--- src/verilog/rfb_cfg.svh ---
// Constants for the registered-feedback burst master and slave ends.
// Assumes both ends share one clock and see the same code values.
// How it works
// Constant burst keeps direction, select, address
// Slave may acknowledge next constant beat immediately
// One transfer per clock without wait states
// Master waits by dropping strobe, keeping cycle
// Master resumes with strobe, select, next data
// Slave throttles by withholding acknowledge
// Slave holds acknowledge, captures each completed write
// Last beat marked end-of-burst, then all drop
// Address step equals bus width in bytes
// Linear burst adds one step, full carry
// Wrapped burst counts low bits modulo wrap
// Wrap-4 from one gives 1-2-3-0-5-6-7-4
// Incrementing burst keeps direction, select; steps address
// Slave may acknowledge next incrementing beat immediately
// Wrapped read starts incrementing code, wrap-4, read
// Read data captured as next address presented
// Pipelined mode moves control one clock earlier
// Classic and end-of-burst codes always supported
// Burst extension codes linear, wrap 4/8/16
// Transfer ends only with strobe and acknowledge
// Unsupported burst types run as classic transfers
// Constant and incrementing codes are parameters
`ifndef RFB_CFG_SVH
`define RFB_CFG_SVH
// ----------------------------------------
// Cycle type codes
// ----------------------------------------
`define RFB_CTI_CLASSIC 3'h0
`define RFB_CTI_CONST_DEF 3'h1
`define RFB_CTI_INCR_DEF 3'h2
`define RFB_CTI_EOB 3'h7
// ----------------------------------------
// Burst extension codes and wrap widths
// ----------------------------------------
`define RFB_BTE_LINEAR 2'h0
`define RFB_BTE_WRAP4 2'h1
`define RFB_BTE_WRAP8 2'h2
`define RFB_BTE_WRAP16 2'h3
`define RFB_WRAP4_BITS 2
`define RFB_WRAP8_BITS 3
`define RFB_WRAP16_BITS 4
// ----------------------------------------
// Data buffer
// ----------------------------------------
`define RFB_BUF_FULL 2'h2
`endif

--- src/verilog/rfb_pkg.sv ---
// Types used by the burst master end and the bench; the slave end uses none.
// Assumes rfb_cfg.svh holds the code values.
`default_nettype none
package rfb_pkg;
	typedef enum logic [1:0] {kind_classic, kind_const, kind_incr} rfb_kind_t;
	typedef enum logic {st_idle, st_run} rfb_state_t;
endpackage : rfb_pkg
`default_nettype wire

--- src/verilog/rfb_bus_if.sv ---
// Bus signals between one master end and one slave end.
// Assumes a single shared clock supplied to both ends.
`timescale 1ns/1ps
`default_nettype none
interface rfb_bus_if #(
	parameter int AW = 32,
	parameter int DW = 32,
	parameter int SW = DW / 8
);
	logic cyc;
	logic stb;
	logic we;
	logic [AW-1:0] adr;
	logic [SW-1:0] sel;
	logic [DW-1:0] dat_m2s;
	logic [DW-1:0] dat_s2m;
	logic [2:0] cti;
	logic [1:0] bte;
	logic ack;
	logic stall;
	modport mst (output cyc, stb, we, adr, sel, dat_m2s, cti, bte,
		input dat_s2m, ack, stall);
	modport slv (input cyc, stb, we, adr, sel, dat_m2s, cti, bte,
		output dat_s2m, ack, stall);
endinterface : rfb_bus_if
`default_nettype wire

--- src/verilog/rfb_master.sv ---
// Burst master end: runs one classic, constant or incrementing cycle.
// Assumes user logic on the same clock; read data leaves via a buffer.
`timescale 1ns/1ps
`default_nettype none
`include "rfb_cfg.svh"
module rfb_master #(
	parameter int AW = 32,
	parameter int DW = 32,
	parameter int SW = DW / 8,
	parameter int LW = 8,
	parameter bit PIPELINED = 1'b0,
	parameter logic [2:0] CTI_CONST = `RFB_CTI_CONST_DEF,
	parameter logic [2:0] CTI_INCR = `RFB_CTI_INCR_DEF
) (
	input wire logic clk_i,
	input wire logic rst_b_i,
	input wire logic ce_i,
	input wire logic start_i,
	input wire rfb_pkg::rfb_kind_t kind_i,
	input wire logic we_i,
	input wire logic [AW-1:0] adr_i,
	input wire logic [SW-1:0] sel_i,
	input wire logic [1:0] bte_i,
	input wire logic [LW-1:0] len_i,
	output logic busy_o,
	output logic done_o,
	input wire logic wr_valid_i,
	input wire logic [DW-1:0] wr_data_i,
	output logic wr_ready_o,
	output logic rd_valid_o,
	output logic [DW-1:0] rd_data_o,
	input wire logic rd_ready_i,
	rfb_bus_if.mst bus
);
	// ----------------------------------------
	// Parameter checks
	// ----------------------------------------
	if (DW < 8 || DW % 8 != 0 || SW != DW / 8 || LW < 2) begin : g_bad
		$error("rfb_master: unsupported width parameters");
	end
	if (CTI_CONST == CTI_INCR || CTI_CONST == `RFB_CTI_CLASSIC ||
		CTI_CONST == `RFB_CTI_EOB || CTI_INCR == `RFB_CTI_CLASSIC ||
		CTI_INCR == `RFB_CTI_EOB) begin : g_bad_cti
		$error("rfb_master: burst codes must be distinct");
	end

	// ----------------------------------------
	// Helpers
	// ----------------------------------------
	function automatic logic [AW-1:0] adr_next(input logic [AW-1:0] a,
		input logic [AW-1:0] s, input logic [1:0] bte);
		logic [AW-1:0] sum;
		logic [AW-1:0] mask;
		logic [AW-1:0] nxt;
		sum = a + AW'(SW);
		unique case (bte)
			`RFB_BTE_LINEAR: mask = '1;
			`RFB_BTE_WRAP4: mask = AW'((SW << `RFB_WRAP4_BITS) - 1);
			`RFB_BTE_WRAP8: mask = AW'((SW << `RFB_WRAP8_BITS) - 1);
			`RFB_BTE_WRAP16: mask = AW'((SW << `RFB_WRAP16_BITS) - 1);
		endcase
		// Low bits wrap, upper bits frozen
		nxt = (a & ~mask) | (sum & mask);
		// Back at start offset: group done, move to next group
		// Linear mask is all ones, so this adds nothing there
		if (((sum ^ s) & mask) == '0)
			nxt = nxt + mask + AW'(1);
		return nxt;
	endfunction : adr_next

	function automatic logic [2:0] cti_for(input rfb_pkg::rfb_kind_t k,
		input logic [LW-1:0] n);
		if (k == rfb_pkg::kind_classic)
			return `RFB_CTI_CLASSIC;
		if (n == LW'(1))
			return `RFB_CTI_EOB;
		if (k == rfb_pkg::kind_const)
			return CTI_CONST;
		if (k == rfb_pkg::kind_incr)
			return CTI_INCR;
		return `RFB_CTI_CLASSIC;
	endfunction : cti_for

	// ----------------------------------------
	// State
	// ----------------------------------------
	rfb_pkg::rfb_state_t state_r;
	rfb_pkg::rfb_kind_t kind_r;
	logic cyc_r, stb_r, we_r, done_r;
	logic [AW-1:0] adr_r;
	logic [AW-1:0] adr0_r;
	logic [SW-1:0] sel_r;
	logic [2:0] cti_r;
	logic [1:0] bte_r;
	logic [LW-1:0] iss_r, ackl_r;
	logic [DW-1:0] dat_r;
	logic [DW-1:0] rb_mem [2];
	logic rb_wp_r, rb_rp_r;
	logic [1:0] rb_cnt_r;

	// ----------------------------------------
	// Decode
	// ----------------------------------------
	wire idle = state_r == rfb_pkg::st_idle;
	wire start_go = idle & start_i;
	wire [LW-1:0] len_eff = (len_i == '0) ? LW'(1) : len_i;
	// Standard: strobe with ack; pipelined: strobe without stall
	wire acc = stb_r & (PIPELINED ? ~bus.stall : bus.ack);
	wire got = PIPELINED ? (cyc_r & bus.ack) : (stb_r & bus.ack);
	wire last_iss = iss_r == LW'(1);
	wire fin = got & (ackl_r == LW'(1));
	wire rb_push = got & ~we_r;
	wire rb_pop = rd_valid_o & rd_ready_i;
	wire [1:0] rb_cnt_nxt = 2'(rb_cnt_r + {1'b0, rb_push} - {1'b0, rb_pop});
	wire [LW-1:0] infl = ackl_r - iss_r;
	wire [LW-1:0] infl_nxt = LW'(infl + LW'(acc) - LW'(got));
	// Reads only go ahead if the buffer can take every pending word
	wire room = (3'(rb_cnt_nxt) + 3'(infl_nxt)) < 3'(`RFB_BUF_FULL);
	wire more = idle ? start_go
		: (acc ? ~last_iss : (~stb_r & iss_r != '0));
	wire eff_we = idle ? we_i : we_r;
	wire load_w = wr_ready_o & wr_valid_i;
	// Hold strobe until taken, else wait state when data/room lacking
	wire stb_nxt = (stb_r & ~acc) |
		(more & (eff_we ? wr_valid_i : room));
	assign wr_ready_o = more & eff_we;

	// ----------------------------------------
	// Cycle control
	// ----------------------------------------
	always_ff @(posedge clk_i or negedge rst_b_i) begin
		if (!rst_b_i) begin
			state_r <= rfb_pkg::st_idle;
			kind_r <= rfb_pkg::kind_classic;
			cyc_r <= 1'b0;
			stb_r <= 1'b0;
			we_r <= 1'b0;
			done_r <= 1'b0;
			iss_r <= '0;
			ackl_r <= '0;
		end else if (ce_i) begin
			done_r <= fin;
			stb_r <= stb_nxt & ~fin;
			if (start_go) begin
				state_r <= rfb_pkg::st_run;
				kind_r <= kind_i;
				cyc_r <= 1'b1;
				we_r <= we_i;
				iss_r <= len_eff;
				ackl_r <= len_eff;
			end else begin
				if (acc)
					iss_r <= iss_r - LW'(1);
				if (got)
					ackl_r <= ackl_r - LW'(1);
				if (fin) begin
					state_r <= rfb_pkg::st_idle;
					cyc_r <= 1'b0;
				end
			end
		end
	end

	// ----------------------------------------
	// Address phase
	// ----------------------------------------
	always_ff @(posedge clk_i or negedge rst_b_i) begin
		if (!rst_b_i) begin
			adr_r <= '0;
			adr0_r <= '0;
			sel_r <= '0;
			cti_r <= `RFB_CTI_CLASSIC;
			bte_r <= `RFB_BTE_LINEAR;
			dat_r <= '0;
		end else if (ce_i) begin
			if (start_go) begin
				adr_r <= adr_i;
				adr0_r <= adr_i;
				sel_r <= sel_i;
				bte_r <= bte_i;
				cti_r <= cti_for(kind_i, len_eff);
			end else if (acc & ~last_iss) begin
				// Select and direction stay put
				if (kind_r == rfb_pkg::kind_incr)
					adr_r <= adr_next(adr_r, adr0_r, bte_r);
				cti_r <= cti_for(kind_r, iss_r - LW'(1));
			end
			if (load_w)
				dat_r <= wr_data_i;
		end
	end

	// ----------------------------------------
	// Read data buffer
	// ----------------------------------------
	always_ff @(posedge clk_i or negedge rst_b_i) begin
		if (!rst_b_i) begin
			rb_wp_r <= 1'b0;
			rb_rp_r <= 1'b0;
			rb_cnt_r <= 2'h0;
		end else if (ce_i) begin
			rb_cnt_r <= rb_cnt_nxt;
			if (rb_push)
				rb_wp_r <= ~rb_wp_r;
			if (rb_pop)
				rb_rp_r <= ~rb_rp_r;
		end
	end

	always_ff @(posedge clk_i) begin
		if (ce_i && rb_push)
			rb_mem[rb_wp_r] <= bus.dat_s2m;
	end

	assign rd_valid_o = rb_cnt_r != 2'h0;
	assign rd_data_o = rb_mem[rb_rp_r];
	assign busy_o = ~idle;
	assign done_o = done_r;
	assign bus.cyc = cyc_r;
	assign bus.stb = stb_r;
	assign bus.we = we_r;
	assign bus.adr = adr_r;
	assign bus.sel = sel_r;
	assign bus.dat_m2s = dat_r;
	assign bus.cti = cti_r;
	assign bus.bte = bte_r;
endmodule : rfb_master
`default_nettype wire

--- src/flat_wrapper.sv ---
// flat-port wrapper written by rule: the top's interface ports become plain ports
module rfb_master_flat 
#(
	parameter int AW = 32,
	parameter int DW = 32,
	parameter int SW = DW / 8,
	parameter int LW = 8,
	parameter bit PIPELINED = 1'b0,
	parameter logic [2:0] CTI_CONST = `RFB_CTI_CONST_DEF,
	parameter logic [2:0] CTI_INCR = `RFB_CTI_INCR_DEF
)
  (clk_i, rst_b_i, ce_i, start_i, kind_i, we_i, adr_i, sel_i, bte_i, len_i, busy_o, done_o, wr_valid_i, wr_data_i, wr_ready_o, rd_valid_o, rd_data_o, rd_ready_i, bus_cyc, bus_stb, bus_we, bus_adr, bus_sel, bus_dat_m2s, bus_cti, bus_bte, bus_dat_s2m, bus_ack, bus_stall);
  rfb_bus_if #(.AW(AW), .DW(DW), .SW(SW)) bus_i ();
  input wire logic clk_i;
  input wire logic rst_b_i;
  input wire logic ce_i;
  input wire logic start_i;
  input wire rfb_pkg::rfb_kind_t kind_i;
  input wire logic we_i;
  input wire logic [AW-1:0] adr_i;
  input wire logic [SW-1:0] sel_i;
  input wire logic [1:0] bte_i;
  input wire logic [LW-1:0] len_i;
  output logic busy_o;
  output logic done_o;
  input wire logic wr_valid_i;
  input wire logic [DW-1:0] wr_data_i;
  output logic wr_ready_o;
  output logic rd_valid_o;
  output logic [DW-1:0] rd_data_o;
  input wire logic rd_ready_i;
  output wire logic [$bits(bus_i.cyc)-1:0] bus_cyc;
  output wire logic [$bits(bus_i.stb)-1:0] bus_stb;
  output wire logic [$bits(bus_i.we)-1:0] bus_we;
  output wire logic [$bits(bus_i.adr)-1:0] bus_adr;
  output wire logic [$bits(bus_i.sel)-1:0] bus_sel;
  output wire logic [$bits(bus_i.dat_m2s)-1:0] bus_dat_m2s;
  output wire logic [$bits(bus_i.cti)-1:0] bus_cti;
  output wire logic [$bits(bus_i.bte)-1:0] bus_bte;
  input wire logic [$bits(bus_i.dat_s2m)-1:0] bus_dat_s2m;
  input wire logic [$bits(bus_i.ack)-1:0] bus_ack;
  input wire logic [$bits(bus_i.stall)-1:0] bus_stall;
  assign bus_cyc = bus_i.cyc;
  assign bus_stb = bus_i.stb;
  assign bus_we = bus_i.we;
  assign bus_adr = bus_i.adr;
  assign bus_sel = bus_i.sel;
  assign bus_dat_m2s = bus_i.dat_m2s;
  assign bus_cti = bus_i.cti;
  assign bus_bte = bus_i.bte;
  assign bus_i.dat_s2m = bus_dat_s2m;
  assign bus_i.ack = bus_ack;
  assign bus_i.stall = bus_stall;
  rfb_master #(.AW(AW), .DW(DW), .SW(SW), .LW(LW), .PIPELINED(PIPELINED), .CTI_CONST(CTI_CONST), .CTI_INCR(CTI_INCR)) u_core (.clk_i(clk_i), .rst_b_i(rst_b_i), .ce_i(ce_i), .start_i(start_i), .kind_i(kind_i), .we_i(we_i), .adr_i(adr_i), .sel_i(sel_i), .bte_i(bte_i), .len_i(len_i), .busy_o(busy_o), .done_o(done_o), .wr_valid_i(wr_valid_i), .wr_data_i(wr_data_i), .wr_ready_o(wr_ready_o), .rd_valid_o(rd_valid_o), .rd_data_o(rd_data_o), .rd_ready_i(rd_ready_i), .bus(bus_i));
endmodule
--- config.mk ---
export PLATFORM = sky130hd
export DESIGN_NAME = rfb_master_flat
export DESIGN_NICKNAME = d
export VERILOG_FILES = /design/src/verilog/rfb_pkg.sv /design/src/verilog/rfb_bus_if.sv /design/src/verilog/rfb_master.sv /design/src/flat_wrapper.sv
export VERILOG_INCLUDE_DIRS = /design/src /design/src/verilog
export SDC_FILE = /design/constraint.sdc
export NUM_CORES = 1
export LEC_CHECK = 0
export ABC_CLOCK_PERIOD_IN_PS = 5900
export BUFFER_PORTS_ARGS = -buffer_cell sky130_fd_sc_hd__buf_2
export CAP_MARGIN = 20
export CORE_MARGIN = 5
export CORE_UTILIZATION = 45
export DETAILED_ROUTE_END_ITERATION = 12
export PLACE_DENSITY = 0.75
export SLEW_MARGIN = 20
export SYNTH_ARGS = -nofsm -noshare
export SYNTH_HDL_FRONTEND = slang
export SYNTH_SLANG_ARGS = --single-unit
--- constraint.sdc ---
create_clock -name clk_i -period 5.9 [get_ports clk_i]
set_input_delay 0 -clock clk_i [delete_from_list [all_inputs] [get_ports clk_i]]
set_output_delay 0 -clock clk_i [all_outputs]
set_load 0.03 [all_outputs]
==> results.txt <==
Pint -> 4.14 mW
# resized after CTS -> 0
final WL -> 39.0 mm
global routing usage on met2 -> 40.7%
CORE AREA -> 27000 µm²
Area Overhead vs Synth -> 25.9%
Max-Cap Viols -> 0
count of cell types in the netlist -> 83
synth warn -> 0
maximum number of pins on one net before global-route repair -> 84
Global Route met3 Usage -> 3.62%
net load switching power -> 4.01 mW
CTS buffer count -> 17
Wirelength per Cell -> 19.7 µm
clock share of power -> 16.0%
fmax -> 198 MHz
vias per inst -> 5.90
clk slew on worst S/H paths -> 0.08 ns
Row Count -> 60
CTS tree -> built
TNS Setup -> 0 ns
GRT Overall Usage -> 24.6%
synthesized instance count -> 1326
first-pass GRT wire length -> 61.7 mm
CTS Root Cell -> clkbuf_16
Avg Cell Area, Syn -> 9.35 µm²
Die Wd -> 176 µm
share of the cycle needed by the critical path after routing -> 85.4%
first drt pass iteration count -> 6
final setup margin -> 0.861 ns
Max VDD drop -> 0.287 mV
Worst slew margin -> 28.5%
Pwr Density -> 522 nW/µm²
grt ovf -> 0
crit path max fanout -> 13
1st-iter DRT viols -> 1129
vias in the first global route -> 11600
Switching Fraction -> 49.2%
Most Crowded Layer GR -> met2
die area -> 31000 µm²
top_reg_cell synth -> dfrtp_1
# IOs -> 233
Critical Path Sink Type -> flop
Hold Fails Final Rpt -> 0
Comb power frac -> 55.3%
Skew-Pair Late Insertion Delay -> 0.45 ns
GP Congestion -> 0.986
initial antenna violation count -> 1
Slew Viols, Final -> 0
Cell Area, Placed -> 13800 µm²
Remaining DRCs -> 0
synthesized area -> 12400 µm²
Syn Nets -> 1478
Reg power frac -> 28.7%
status -> finished, final reports clean
Placement Setup Slack -> 1.06 ns
HPWL Detailed -> 26.0 mm
Hold Path Class -> input pin to asynchronous set/reset pin
layout cells sized above 1 -> 23.2%
Post-synth EDFFs -> 64
routed via count -> 11700
startpoint types -> flop
Period minus WS final -> 5.04 ns
flop and latch count out of synthesis -> 195
Reg2Reg Depth -> 12
postcts setup bufs -> 0
Worst Path Required -> 6.26 ns
worst slew pin tran -> 1.06 ns
hold buffer count at CTS -> 119
CTS max path bufs -> 2
worst setup path class -> flop to flop
Starting Density -> 45.9%
die height -> 176 µm
# setup viols final -> 0
antenna viol nets, final -> 0
GRT met1 Usage -> 32.4%
CP arrival -> 5.40 ns
layout net count -> 1775
FILL cells -> 2290
Sink Count -> 195
worst clock skew -> 0.0197 ns
H-tree depth -> 4
asr flop ratio synth -> 67.2%
Leak -> 6.71 nW
RSZ-0062 raised after global routing -> false
final instance area -> 15600 µm²
Port Buffers -> 231
register area share after synthesis -> 41.9%
state kept, by name, indices dropped and copies added (netlist names), named ones only:
register	flops
u_core.rb_mem	64
u_core.adr0_r	32
u_core.bus.dat_m2s	32
u_core.bus.adr	31
u_core.ackl_r	8
u_core.iss_r	8
u_core.bus.sel	4
u_core.bus.cti	3
u_core.bus.bte	2
u_core.kind_r	2
u_core.rb_cnt_r	2
u_core.bus.stb	1
u_core.bus.we	1
u_core.busy_o	1
u_core.done_o	1
u_core.rb_rp_r	1
u_core.rb_wp_r	1
layout by cell type (no fill, tap or decap), types with 7 or more instances in the layout:
master,Yosys,layout
buf_2,20,230
nand2_1,205,205
dfrtp_1,131,131
dlygate4sd3_1,0,119
nor2_1,75,72
o21ai_0,72,72
mux2_2,71,71
xnor2_1,65,65
edfxtp_1,64,64
a21oi_1,54,53
nand3_1,35,35
inv_1,32,32
xor2_1,28,28
nor3_1,28,28
ha_1,27,26
a21o_1,23,23
o211ai_1,22,22
buf_4,6,22
nor4_1,21,21
nand4_1,20,20
mux2i_1,18,18
and3_1,17,17
clkbuf_16,0,17
or4_1,13,13
a31oi_1,13,13
nand2b_1,13,12
nor2b_1,12,11
and2_1,10,10
or3_1,10,10
o21ai_1,9,9
a211oi_1,9,9
o31ai_1,8,8
inv_12,0,7
Yosys cell counts, types with 6 or more instances:
master | instances | area (µm²)
nor2_1 | 75 | 282
and4_1 | 6 | 52.6
buf_4 | 6 | 45.0
a31oi_1 | 13 | 81.3
o21ai_1 | 9 | 45.0
buf_1 | 8 | 30.0
o31ai_1 | 8 | 60.1
clkbuf_1 | 57 | 214
nand2_1 | 205 | 769
xor2_1 | 28 | 245
nand4_1 | 20 | 125
nor4_1 | 21 | 131
nand2b_1 | 13 | 81.3
inv_1 | 32 | 120
nor2b_1 | 12 | 75.1
a21o_1 | 23 | 173
o211ai_1 | 22 | 165
and2_1 | 10 | 62.6
nand3_1 | 35 | 175
or4_1 | 13 | 97.6
a211oi_1 | 9 | 67.6
edfxtp_1 | 64 | 1920
or3_1 | 10 | 62.6
dfrtp_1 | 131 | 3280
o21ai_0 | 72 | 360
and3_1 | 17 | 106
a21oi_1 | 54 | 270
mux2i_1 | 18 | 180
buf_2 | 20 | 100
mux2_2 | 71 | 800
xnor2_1 | 65 | 569
nor3_1 | 28 | 140
a22oi_1 | 6 | 45.0
a211o_1 | 6 | 52.6
ha_1 | 27 | 338
metal layers:
layer,wire (µm),vias up,part of all wire [%]
met4,1350,0,3.5
met1,16400,5633,42
met5,0,-,0
met2,18700,532,48
li1,-,5402,-
met3,2490,100,6.4
power groups by stage:
stage / Combinational (mW) / Sequential, mW / Clock (mW)
floorplan: 2.94 / 2.56 / 0
global placement: 4.22 / 2.31 / 0
detailed placement: 4.30 / 2.33 / 0
CTS: 4.43 / 2.31 / 1.33
global route: 4.89 / 2.40 / 1.38
finish: 4.51 / 2.33 / 1.31
final timing paths:
check / from / to / slack (ns)
worst max-delay path: u_core.bus.adr[2]$_DFFE_PN0P_ / u_core.bus.adr[31]$_DFFE_PN0P_ / 0.86
worst min-delay path: rst_b_i / u_core.bus.dat_m2s[16]$_DFFE_PN0P_ / 0.20
worst max register to register: u_core.bus.adr[2]$_DFFE_PN0P_ / u_core.bus.adr[31]$_DFFE_PN0P_ / 0.86
worst min register to register: u_core.bus.sel[2]$_DFFE_PN0P_ / u_core.bus.sel[2]$_DFFE_PN0P_ / 0.49
max in group asynchronous: rst_b_i / u_core.adr0_r[10]$_DFFE_PN0P_ / 4.51
min in group clk_i: bus_dat_s2m[17] / u_core.rb_mem[0][17]$_DFFE_PP_ / 0.27
cell families after synthesis:
kind of cell / Yosys count / synth area share (%)
and+or+nand+nor: 497 / 20.0
AOI/OAI and AO/OA: 291 / 15.5
DFF: 195 / 41.9
buffers and inverters: 128 / 4.44
xor gates and xnor gates: 94 / 6.75
muxes: 90 / 7.99
adders and majority gates: 31 / 3.37
per-stage QoR:
| step | instances | hold slack [ns] | utilization [%] | power (mW) |
|---|---|---|---|---|
| 2_1_floorplan | 1326 | -0.296 | - | 5.51 |
| 3_3_place_gp | 1826 | 0.110 | 50.9 | 6.53 |
| 3_5_place_dp | 1826 | 0.133 | 50.9 | 6.64 |
| 4_1_cts | 1977 | 0.225 | 57.8 | 8.07 |
| 5_1_grt | 1978 | 0.268 | 57.8 | 8.67 |
| 6_report | 1979 | 0.198 | 57.8 | 8.15 |
worst max-delay path, stage by stage, from the launching register on:
cell,delay (ns)
dfrtp_1,0.52
ha_1,0.33
nand4_1,0.63
nor4_1,0.81
a21o_1,0.27
o22ai_1,0.18
a311oi_1,0.57
o21ai_1,0.26
a311oi_1,0.50
o21ai_1,0.22
o211a_1,0.16
or3_1,0.36
a31oi_1,0.14
cell type report:
| class | count | area, µm² | area share, % |
|---|---|---|---|
| clock buffer | 17 | 425 | 2.72 |
| inverter | 34 | 128 | 0.817 |
| tap | 341 | 427 | 2.73 |
| multi-input combinational | 1003 | 6690 | 42.8 |
| clock inverter | 15 | 223 | 1.43 |
| sequential | 195 | 5200 | 33.3 |
| timing repair buffer | 372 | 2520 | 16.1 |
| antenna | 2 | 5.00 | 0.0321 |
(Power assumes the default switching activity.)
